<file path="config.mk">
export PLATFORM = sky130hd
export DESIGN_NAME = port_validation_failsafe
export DESIGN_NICKNAME = d
export VERILOG_FILES = /design/src/hdl/pvf_pkg.sv /design/src/hdl/pd_buf_if.sv /design/src/hdl/port_validation_failsafe.sv /design/src/hdl/pd_two_buf.sv
export VERILOG_INCLUDE_DIRS = /design/src /design/src/hdl
export SDC_FILE = /design/constraint.sdc
export NUM_CORES = 1
export LEC_CHECK = 0
export BUFFER_PORTS_ARGS = -buffer_cell sky130_fd_sc_hd__buf_2
export CORE_AREA = 2 2 223 225
export DETAILED_ROUTE_END_ITERATION = 12
export DIE_AREA = 0 0 225 227
export PLACE_DENSITY = 0.52
export SLEW_MARGIN = 15
export SYNTH_ARGS = -nofsm -noshare
export SYNTH_HDL_FRONTEND = slang
export SYNTH_SLANG_ARGS = --single-unit
export TNS_END_PERCENT = 1
</file>
<file path="constraint.sdc">
create_clock -name sys_clk -period 3 [get_ports sys_clk]
set_clock_uncertainty 0.05 [all_clocks]
set_input_delay 0.15 -clock sys_clk [delete_from_list [all_inputs] [get_ports sys_clk]]
set_output_delay 0.15 -clock sys_clk [all_outputs]
set_load 0.005 [all_outputs]
</file>
<file path="src/hdl/pvf_defs.svh">
// Constants of the port validation and fail-safe block.
// Assumes inclusion by the package and the top module; macros are then global.
`ifndef PVF_DEFS_SVH
`define PVF_DEFS_SVH

// Process data word toward the attached device, in bits.
`define PVF_PD_W        32
// Serial number length in characters and in bits.
`define PVF_SERIAL_CHARS 16
`define PVF_SERIAL_W    128
// Status/control module: 4 bytes each way.
`define PVF_SC_BYTES    4
`define PVF_SC_W        32
// Ports served by the status/control module and digital bit count.
`define PVF_PORTS       8
`define PVF_DIG_W       16
// Field positions inside the 32-bit status/control word.
`define PVF_DIG_LSB     0
`define PVF_STAT_LSB    16
`define PVF_STAT_W      16
// Reset values.
`define PVF_HOLD_RST    32'h0000_0000
`define PVF_DIG_RST     16'h0000
`define PVF_SC_RST      32'h0000_0000

`endif

</file>
<file path="src/hdl/pvf_pkg.sv">
// Types shared by the port validation and fail-safe block.
// Assumes pvf_defs.svh is on the include path.
`include "pvf_defs.svh"
package pvf_pkg;

    typedef enum logic [1:0] {
        VAL_NONE   = 2'h0,
        VAL_COMPAT = 2'h1,
        VAL_IDENT  = 2'h2
    } valmode_t;

    typedef enum logic [2:0] {
        FS_LOW   = 3'h0,
        FS_HIGH  = 3'h1,
        FS_HOLD  = 3'h2,
        FS_SUBST = 3'h3,
        FS_MCMD  = 3'h4
    } failsafe_t;

    typedef enum logic {
        MAP_ALT   = 1'b0,
        MAP_GROUP = 1'b1
    } mapmode_t;

    // Gray codes along wait, check, run; fail sits beside run.
    typedef enum logic [1:0] {
        ST_WAIT  = 2'h0,
        ST_CHECK = 2'h1,
        ST_RUN   = 2'h3,
        ST_FAIL  = 2'h2
    } vstate_t;

    typedef struct packed {
        vstate_t                    vState;
        logic                       makerOk;
        logic                       productOk;
        logic                       serialOk;
        logic                       exchangeOn;
        logic                       diagFail;
        logic [`PVF_PD_W-1:0]       holdVal;
        logic [2*`PVF_PORTS-1:0]    pinMeta;
        logic [2*`PVF_PORTS-1:0]    pinSync;
        logic [`PVF_SC_W-1:0]       scIn;
        logic [`PVF_PORTS-1:0]      sigOut;
        logic [`PVF_PORTS-1:0]      chbOut;
        logic [`PVF_STAT_W-1:0]     masterCtl;
    } pvf_state_t;

endpackage

</file>
<file path="src/hdl/pd_buf_if.sv">
// Valid/ready carrier between the fail-safe selector and its buffer.
// Assumes both ends share one clock.
`timescale 1ns/1ns
interface pd_buf_if #(
    parameter int W = 33
);
    logic         valid;
    logic         ready;
    logic [W-1:0] data;

    modport src  (output valid, output data, input ready);
    modport sink (input valid, input data, output ready);
endinterface

</file>
<file path="src/hdl/port_validation_failsafe.sv">
// Per-port identity check, fail-safe output choice and digital bit
// mapping of the status/control word of a point-to-point I/O master.
// Assumes identity and process data come from logic on sys_clk, while
// the digital pin levels arrive asynchronously from the port pins.
// Operation
// RULE1 - With no validation the port starts exchange without any check.
// RULE2 - Compatible mode requires maker and product codes to match.
// RULE3 - Identical mode also requires the serial number to match.
// RULE4 - Software gives the maker code as high byte then low byte.
// RULE5 - Software gives the product code as three bytes, high first.
// RULE6 - The configured serial number holds at most 16 characters.
// RULE7 - Substitution acts only in COM mode on ports with output data.
// RULE8 - Set-low sends all zeros, the default; set-high sends all ones.
// RULE9 - Hold-last keeps sending the last valid controller value.
// RULE10 - Replacement sends the configured substitute value every cycle.
// RULE11 - Master-command marks data invalid and lets the device decide.
// RULE12 - Software gives the substitute value most significant unit first.
// RULE13 - The status/control word is 4 bytes each way, bits and status.
// RULE14 - Alternating mapping interleaves line and channel-B bits.
// RULE15 - Grouped mapping puts all line bits before all channel-B bits.
// RULE16 - A failed check blocks exchange and sets a readable flag.
`timescale 1ns/1ns
`include "pvf_defs.svh"
module port_validation_failsafe
    import pvf_pkg::*;
#(
    parameter int PD_W = `PVF_PD_W,
    parameter int SER_W = `PVF_SERIAL_W
)(
    // Clock and reset.
    input  wire logic                    sys_clk,
    input  wire logic                    rst,
    // Port configuration.
    input  wire logic                    comMode,
    input  wire logic                    outputsUsed,
    input  wire pvf_pkg::valmode_t       valMode,
    input  wire logic [7:0]              cfgMakerHi,
    input  wire logic [7:0]              cfgMakerLo,
    input  wire logic [7:0]              cfgProductHi,
    input  wire logic [7:0]              cfgProductMid,
    input  wire logic [7:0]              cfgProductLo,
    input  wire logic [SER_W-1:0]        cfgSerial,
    input  wire pvf_pkg::failsafe_t      fsMode,
    input  wire logic [PD_W-1:0]         substValue,
    input  wire pvf_pkg::mapmode_t       mapMode,
    // Identity reported by the attached device.
    input  wire logic                    idValid,
    input  wire logic [15:0]             devMakerCode,
    input  wire logic [23:0]             devProductCode,
    input  wire logic [SER_W-1:0]        devSerial,
    input  wire logic                    linkDown,
    // Cyclic output data from the controller.
    input  wire logic                    ctrlDataGood,
    input  wire logic                    ctrlValid,
    output      logic                    ctrlReady,
    input  wire logic [PD_W-1:0]         ctrlData,
    // Output data toward the attached device.
    output      logic                    pdValid,
    input  wire logic                    pdReady,
    output      logic [PD_W-1:0]         pdData,
    output      logic                    pdDataOk,
    // Validation status.
    output      logic                    exchangeOn,
    output      logic                    diagFail,
    input  wire logic                    diagClr,
    // Status/control module and digital pins.
    input  wire logic [`PVF_PORTS-1:0]   sigPin,
    input  wire logic [`PVF_PORTS-1:0]   chbPin,
    input  wire logic [`PVF_STAT_W-1:0]  masterStat,
    output      logic [`PVF_SC_W-1:0]    scIn,
    input  wire logic [`PVF_SC_W-1:0]    scOut,
    output      logic [`PVF_PORTS-1:0]   sigOut,
    output      logic [`PVF_PORTS-1:0]   chbOut,
    output      logic [`PVF_STAT_W-1:0]  masterCtl
);
    import pvf_pkg::*;

    localparam int NP = `PVF_PORTS;

    pvf_state_t state_r;
    pvf_state_t state_nxt;

    pd_buf_if #(.W(PD_W + 1)) bufLink ();

    logic [PD_W:0] headWord;

    // Packs per-port line and channel-B bits into the digital field.
    function automatic logic [2*NP-1:0] packDig(
        input mapmode_t      mode,
        input logic [NP-1:0] sig,
        input logic [NP-1:0] chb
    );
        logic [2*NP-1:0] r;
        r = '0;
        for (int p = 0; p < NP; p++)
        begin
            if (mode == MAP_GROUP)
            begin
                r[p]      = sig[p];       // see RULE15
                r[NP + p] = chb[p];
            end
            else
            begin
                r[2*p]     = sig[p];      // see RULE14
                r[2*p + 1] = chb[p];
            end
        end
        return r;
    endfunction

    // Splits the digital field back into line and channel-B bits.
    function automatic logic [2*NP-1:0] unpackDig(
        input mapmode_t        mode,
        input logic [2*NP-1:0] v
    );
        logic [2*NP-1:0] r;
        r = '0;
        for (int p = 0; p < NP; p++)
        begin
            if (mode == MAP_GROUP)
            begin
                r[p]      = v[p];         // see RULE15
                r[NP + p] = v[NP + p];
            end
            else
            begin
                r[p]      = v[2*p];       // see RULE14
                r[NP + p] = v[2*p + 1];
            end
        end
        return r;
    endfunction

    always_comb
    begin
        logic            ctrlOk;
        logic            subst;
        logic [PD_W-1:0] fsWord;
        logic            fsGood;
        logic [2*NP-1:0] digOut;
        ctrlOk = 1'b0;
        subst  = 1'b0;
        fsWord = '0;
        fsGood = 1'b1;
        digOut = '0;
        state_nxt = state_r;

        // Identity check, restarted whenever the port leaves COM mode.
        case (state_r.vState)
            ST_WAIT:
            begin
                if (idValid)
                begin
                    state_nxt.makerOk = (devMakerCode ==
                        {cfgMakerHi, cfgMakerLo});            // see RULE4
                    state_nxt.productOk = (devProductCode == {cfgProductHi,
                        cfgProductMid, cfgProductLo});        // see RULE5
                    state_nxt.serialOk = (devSerial == cfgSerial); // see RULE6
                    state_nxt.vState = ST_CHECK;
                end
            end
            ST_CHECK:
            begin
                case (valMode)
                    VAL_COMPAT:
                        state_nxt.exchangeOn = state_r.makerOk
                            & state_r.productOk;              // see RULE2
                    VAL_IDENT:
                        state_nxt.exchangeOn = state_r.makerOk
                            & state_r.productOk
                            & state_r.serialOk;               // see RULE3
                    default:
                        state_nxt.exchangeOn = 1'b1;          // see RULE1
                endcase
                state_nxt.vState = state_nxt.exchangeOn ? ST_RUN : ST_FAIL;
            end
            ST_RUN:
            begin
                state_nxt.vState = ST_RUN;
            end
            ST_FAIL:
            begin
                state_nxt.exchangeOn = 1'b0;                  // see RULE16
            end
            default:
            begin
                state_nxt.vState = ST_WAIT;
            end
        endcase
        if (!comMode || linkDown)
        begin
            state_nxt.vState     = ST_WAIT;
            state_nxt.exchangeOn = 1'b0;
        end

        // A fresh failure wins over a clear in the same cycle.
        if (diagClr)
        begin
            state_nxt.diagFail = 1'b0;
        end
        // A restart during the check is not a failed identity.
        if (state_r.vState == ST_CHECK && state_nxt.vState == ST_FAIL)
        begin
            state_nxt.diagFail = 1'b1;                        // see RULE16
        end

        // Fail-safe word choice.
        ctrlOk = ctrlDataGood;
        subst  = state_r.exchangeOn & comMode & outputsUsed
               & ~ctrlOk;                                     // see RULE7
        case (fsMode)
            FS_HIGH:  fsWord = '1;                            // see RULE8
            FS_HOLD:  fsWord = state_r.holdVal;               // see RULE9
            FS_SUBST: fsWord = substValue; // see RULE10 RULE12
            FS_MCMD:
            begin
                fsWord = state_r.holdVal;
                fsGood = 1'b0;                                // see RULE11
            end
            default:  fsWord = '0;                            // see RULE8
        endcase
        // Only a word the controller actually handed over is remembered.
        if (ctrlOk && ctrlValid && bufLink.ready && state_r.exchangeOn)
        begin
            state_nxt.holdVal = ctrlData;                     // see RULE9
        end

        // Status/control word, both directions.
        state_nxt.pinMeta = {chbPin, sigPin};
        state_nxt.pinSync = state_r.pinMeta;
        state_nxt.scIn = {masterStat,
            packDig(mapMode, state_r.pinSync[NP-1:0],
                    state_r.pinSync[2*NP-1:NP])};             // see RULE13
        digOut = unpackDig(mapMode,
            scOut[`PVF_DIG_LSB +: `PVF_DIG_W]);
        state_nxt.sigOut    = digOut[NP-1:0];
        state_nxt.chbOut    = digOut[2*NP-1:NP];
        state_nxt.masterCtl = scOut[`PVF_STAT_LSB +: `PVF_STAT_W];

        // Buffer feed; nothing flows while the port is not exchanging.
        bufLink.valid = 1'b0;
        bufLink.data  = '0;
        if (state_r.exchangeOn && comMode && outputsUsed)
        begin
            if (subst)
            begin
                bufLink.valid = 1'b1;                         // see RULE10
                bufLink.data  = {fsGood, fsWord};
            end
            else
            begin
                bufLink.valid = ctrlValid;
                bufLink.data  = {1'b1, ctrlData};
            end
        end
    end

    always_ff @(posedge sys_clk)
    begin
        if (rst)
        begin
            state_r <= '0;
            state_r.vState <= ST_WAIT;
            state_r.holdVal <= `PVF_HOLD_RST;
            state_r.scIn <= `PVF_SC_RST;
        end
        else
        begin
            state_r <= state_nxt;
        end
    end

    pd_two_buf #(.W(PD_W + 1)) outBuf (
        .sys_clk  (sys_clk),
        .rst      (rst),
        .fill     (bufLink.sink),
        .outValid (pdValid),
        .outReady (pdReady),
        .outData  (headWord)
    );

    assign ctrlReady  = bufLink.ready & state_r.exchangeOn;
    assign pdData     = headWord[PD_W-1:0];
    assign pdDataOk   = headWord[PD_W];
    assign exchangeOn = state_r.exchangeOn;
    assign diagFail   = state_r.diagFail;
    assign scIn       = state_r.scIn;
    assign sigOut     = state_r.sigOut;
    assign chbOut     = state_r.chbOut;
    assign masterCtl  = state_r.masterCtl;

endmodule

</file>
<file path="src/hdl/pd_two_buf.sv">
// Two-entry buffer; every output comes from a flip-flop.
// Assumes one clock and a synchronous active-high reset.
`timescale 1ns/1ns
module pd_two_buf #(
    parameter int W = 33
)(
    // Clock and reset.
    input  wire logic         sys_clk,
    input  wire logic         rst,
    // Filling side.
    pd_buf_if.sink            fill,
    // Draining side.
    output      logic         outValid,
    input  wire logic         outReady,
    output      logic [W-1:0] outData
);

    typedef struct packed {
        logic [W-1:0] head;
        logic [W-1:0] tail;
        logic [1:0]   count;
        logic         notEmpty;
        logic         notFull;
    } buf_state_t;

    buf_state_t state_r;
    buf_state_t state_nxt;

    always_comb
    begin
        logic       push;
        logic       pop;
        logic [1:0] left;
        push = 1'b0;
        pop  = 1'b0;
        left = 2'h0;
        state_nxt = state_r;
        push = fill.valid & state_r.notFull;
        pop  = state_r.notEmpty & outReady;
        left = state_r.count - {1'b0, pop};
        if (pop)
        begin
            state_nxt.head = state_r.tail;
        end
        if (push)
        begin
            if (left == 2'h0)
            begin
                state_nxt.head = fill.data;
            end
            else
            begin
                state_nxt.tail = fill.data;
            end
        end
        state_nxt.count    = left + {1'b0, push};
        state_nxt.notEmpty = (state_nxt.count != 2'h0);
        state_nxt.notFull  = (state_nxt.count != 2'h2);
    end

    always_ff @(posedge sys_clk)
    begin
        if (rst)
        begin
            state_r <= '0;
            state_r.notFull <= 1'b1;
        end
        else
        begin
            state_r <= state_nxt;
        end
    end

    assign fill.ready = state_r.notFull;
    assign outValid   = state_r.notEmpty;
    assign outData    = state_r.head;

endmodule

</file>
==> results by group <==
Outcome
  • Status: finished, final reports clean

Worst setup path
  • Startpoint types: input pin
  • Most used cell along the critical path: dlygate4sd3_1
  • Critical Path Max Stage Delay: ~560 ps
  • CP Max Fanout: 1
  • R2R setup slack: roughly 850 ps
  • Critical Path End Type: register
  • WP data arrival: around 2600 ps
  • WP data required: about 3400 ps
  • Crit-path leading delay family: buffers and inverters
  • Critical path type: input pin to register
  • WP buf/inv: 4
  • Worst-path cell chain: dlygate4sd3_1, buf_2, xnor2_1, nand3_1, dlygate4sd3_1, nor3_1, dlygate4sd3_1, nand4_1, a21oi_1
  • Highest-delay cell along the critical path: dlygate4sd3_1

Clocking
  • Num CTS Buffers: 25
  • CTS max path bufs: 3
  • Setup bufs post-CTS: 0
  • CTS tree: yes
  • Worst-skew pair later-pin latency: between 500 and 600 ps
  • Clock-pin slew on the worst setup and hold paths: about 60 ps
  • Clock root cell: clkbuf_16
  • CTS resizes: 0
  • H-tree depth: 1
  • Num Clock Sinks: ~200

Yosys
  • Synth area leader: dfxtp_1
  • Yosys cell types: 55
  • Syn_area_per_cell: between 8 and 9 sq um
  • Post-synth EDFFs: 0
  • Yosys reg bits: ~210
  • Syn nets: around 1700
  • Synth area leaders: dfxtp_1 (39%), nor2b_1 (6.9%), a211oi_1 (6.8%), buf_4 (6.8%), xor2_1 (6.0%)
  • Syn. warnings: 0
  • Synth top area share: 0.3858
  • Post-Syn Area: around 11000 sq um
  • Sequential-to-total area share from yosys stat: 0.3858
  • Post-synthesis async set-or-reset flop share: 0
  • Ys flop type: dfxtp_1
  • Post-Syn Instances: roughly 1200

Timing
  • Fin crit share: 0.7389
  • Unrepaired setup endpoints after global routing: false
  • Final hold viol count: 0
  • Worst-margin pin slew: between 800 and 900 ps
  • Fmax: roughly 0.45 GHz
  • Max Slew Vio Count: 0
  • Final Setup Violations: 0
  • Slew headroom: 0.4379
  • TNS Setup: 0 ps
  • Min cycle time layout: 2217 ps

Routing
  • Post-route ant nets: 0
  • First-pass detailed-route iteration total: 6
  • Initial DRC count: approximately 600
  • Vias per cell: ~4.5
  • Drt drc: 0
  • WL per Instance: around 22 um
  • Routed via count: 11220
  • Routed WL: ~55 mm

GRT
  • Vias in the first global route: about 11000
  • Initial antenna violation count: 58
  • Most used routing layer in global routing: met2
  • Largest net degree at the start of global routing: around 170
  • Gr ovfl total: 0
  • M3 GR Usage: 0.05085
  • Total GRT Usage: 0.2064
  • GR met1 Demand/Resource: 0.2121
  • Global-route wire length before repair: 75.73 mm
  • Met2 usage: 0.3893

Layout
  • Synthesis-to-layout area growth: 47.31%
  • Share of cells above drive strength 1: 0.3557
  • Fill count: 5118
  • Non-filler instance count after layout: 2487
  • Post-layout net count: between 2000 and 2500

Place
  • HPWL Detailed: around 46 mm
  • Number of I/O port buffers: between 500 and 600
  • GPL Wtd Cong: between 0.9 and 1
  • DP Cell Count: around 2300

Die
  • FP Rows: 81
  • Full die area: between 50000 and 60000 sq um
  • Die Ht: ~230 um
  • CORE AREA: a little under 50000 sq um
  • Top-Level Pins: roughly 580
  • Die Span X: 225 um
  • Starting Density: 0.2191

Power and ir drop
  • Pwr dens: between 400 and 500 nW/um^2
  • VDD IR max: roughly 330 uV
  • Pleak: about 0.0070 uW

Flow run
  • Max_cap viols: 0

Hold path
  • Hold Crit Class: input pin to register
power by group:
group	internal [uW]	switching, uW
logic	597	613
registers	2800	22.3
clock network	1890	1220
flip-flops by register name, indices dropped and copies added, names as in the netlist:
signal,flops
outBuf.fill.ready,1
sigOut,8
state_nxt,18
diagFail,1
scIn,32
chbOut,8
masterCtl,16
exchangeOn,1
outBuf.outData,33
outBuf.state_r,35
state_r,51
outBuf.outValid,1
synth_stat cells, types with 3 or more instances:
master	count
o2bb2ai_1	4
nor2_1	70
a22oi_1	35
and2_1	33
dfxtp_1	205
a22o_1	5
buf_1	3
nand4_1	15
nor3_1	3
a2111o_1	5
mux2i_1	30
clkbuf_1	51
nand2b_1	11
a21oi_1	39
clkinv_1	3
nand3_1	4
xor2_1	73
nor2b_1	118
and3_1	3
nand2_1	104
buf_4	97
xnor2_1	44
buf_2	13
o22ai_1	19
ha_1	8
o21ai_1	19
a211oi_1	97
nor4_1	27
o21ai_0	15
inv_1	53
cells by family after synthesis:
| group | Yosys count | share of synthesized area |
|---|---|---|
| buffers and inverters | 221 | 0.1138 |
| adder cells (fa/ha/maj) | 8 | 0.009411 |
| AO/OA/AOI/OAI | 253 | 0.1661 |
| flip-flops | 205 | 0.3858 |
| XOR/XNOR | 119 | 0.09940 |
| multiplexers | 30 | 0.02823 |
| AND/OR/NAND/NOR | 400 | 0.1973 |
placed cells by master, fill, tap and decap left out, drive strengths merged, types with 35 or more instances in the layout:
master and count:
buf 595, nor2b 119, a21oi 39, nand2 105, a22oi 35, inv 57, nor2 70, dfxtp 205
xor2 75, a211oi 97, dlygate4sd3 124, xnor2 44
worst paths after layout:
check,startpoint,depth (start not counted),to
setup / recovery,devProductCode[8],9,state_r[131]
hold reg to reg,state_nxt[70],1,state_r[70]
setup reg to reg,outBuf.outValid,8,outBuf.outData[1]
hold / removal,cfgProductHi[2],5,state_r[131]
layout make-up:
| class | instances | area [sq um] | area share |
|---|---|---|---|
| multi-input cells | 810 | 5355 | 0.3418 |
| repair buffers | 719 | 4300 | 0.2745 |
| flip-flops and latches | 205 | 4104 | 0.2619 |
| well taps | 622 | 778.2 | 0.04967 |
| clock buffers | 33 | 695.7 | 0.04440 |
| inverters | 57 | 214.0 | 0.01365 |
| clock inverters | 12 | 148.9 | 0.009503 |
| diodes | 29 | 72.57 | 0.004631 |
routing by layer:
metal | routed length (um) | share of wire
met4 | 3164 | 0.057
met3 | 3978 | 0.072
met1 | 19650 | 0.36
met5 | 126 | 0.0023
met2 | 28310 | 0.51
through the flow:
stage          area (sq um)  utilization  hold WS, ps  total power (uW)  setup WS [ps]
2_1_floorplan         10640            -        179.0              3398          764.0
3_3_place_gp          13510       0.2783        306.7              3965          761.4
3_5_place_dp          13510       0.2783        314.6              3976          711.6
4_1_cts               15600       0.3213        7.291              7258          809.8
5_1_grt               15630       0.3219        60.34              7477          616.4
6_report              15670       0.3228        39.78              7149          783.4
tightest hold or removal path, delay by kind of cell:
| family | cells | cell delay, ps |
|---|---|---|
| simple gates | 2 | 140 |
| xor+xnor | 1 | 130 |
| buf+inv | 1 | 80 |
| compound gates | 1 | 60 |
what timing repair did:
item / CTS / global route
hold buffers: 124 / 0
setup endpoints to repair: 0 / 0
endpoints found under the hold margin: 131 / 0
(Power assumes the default switching activity.)
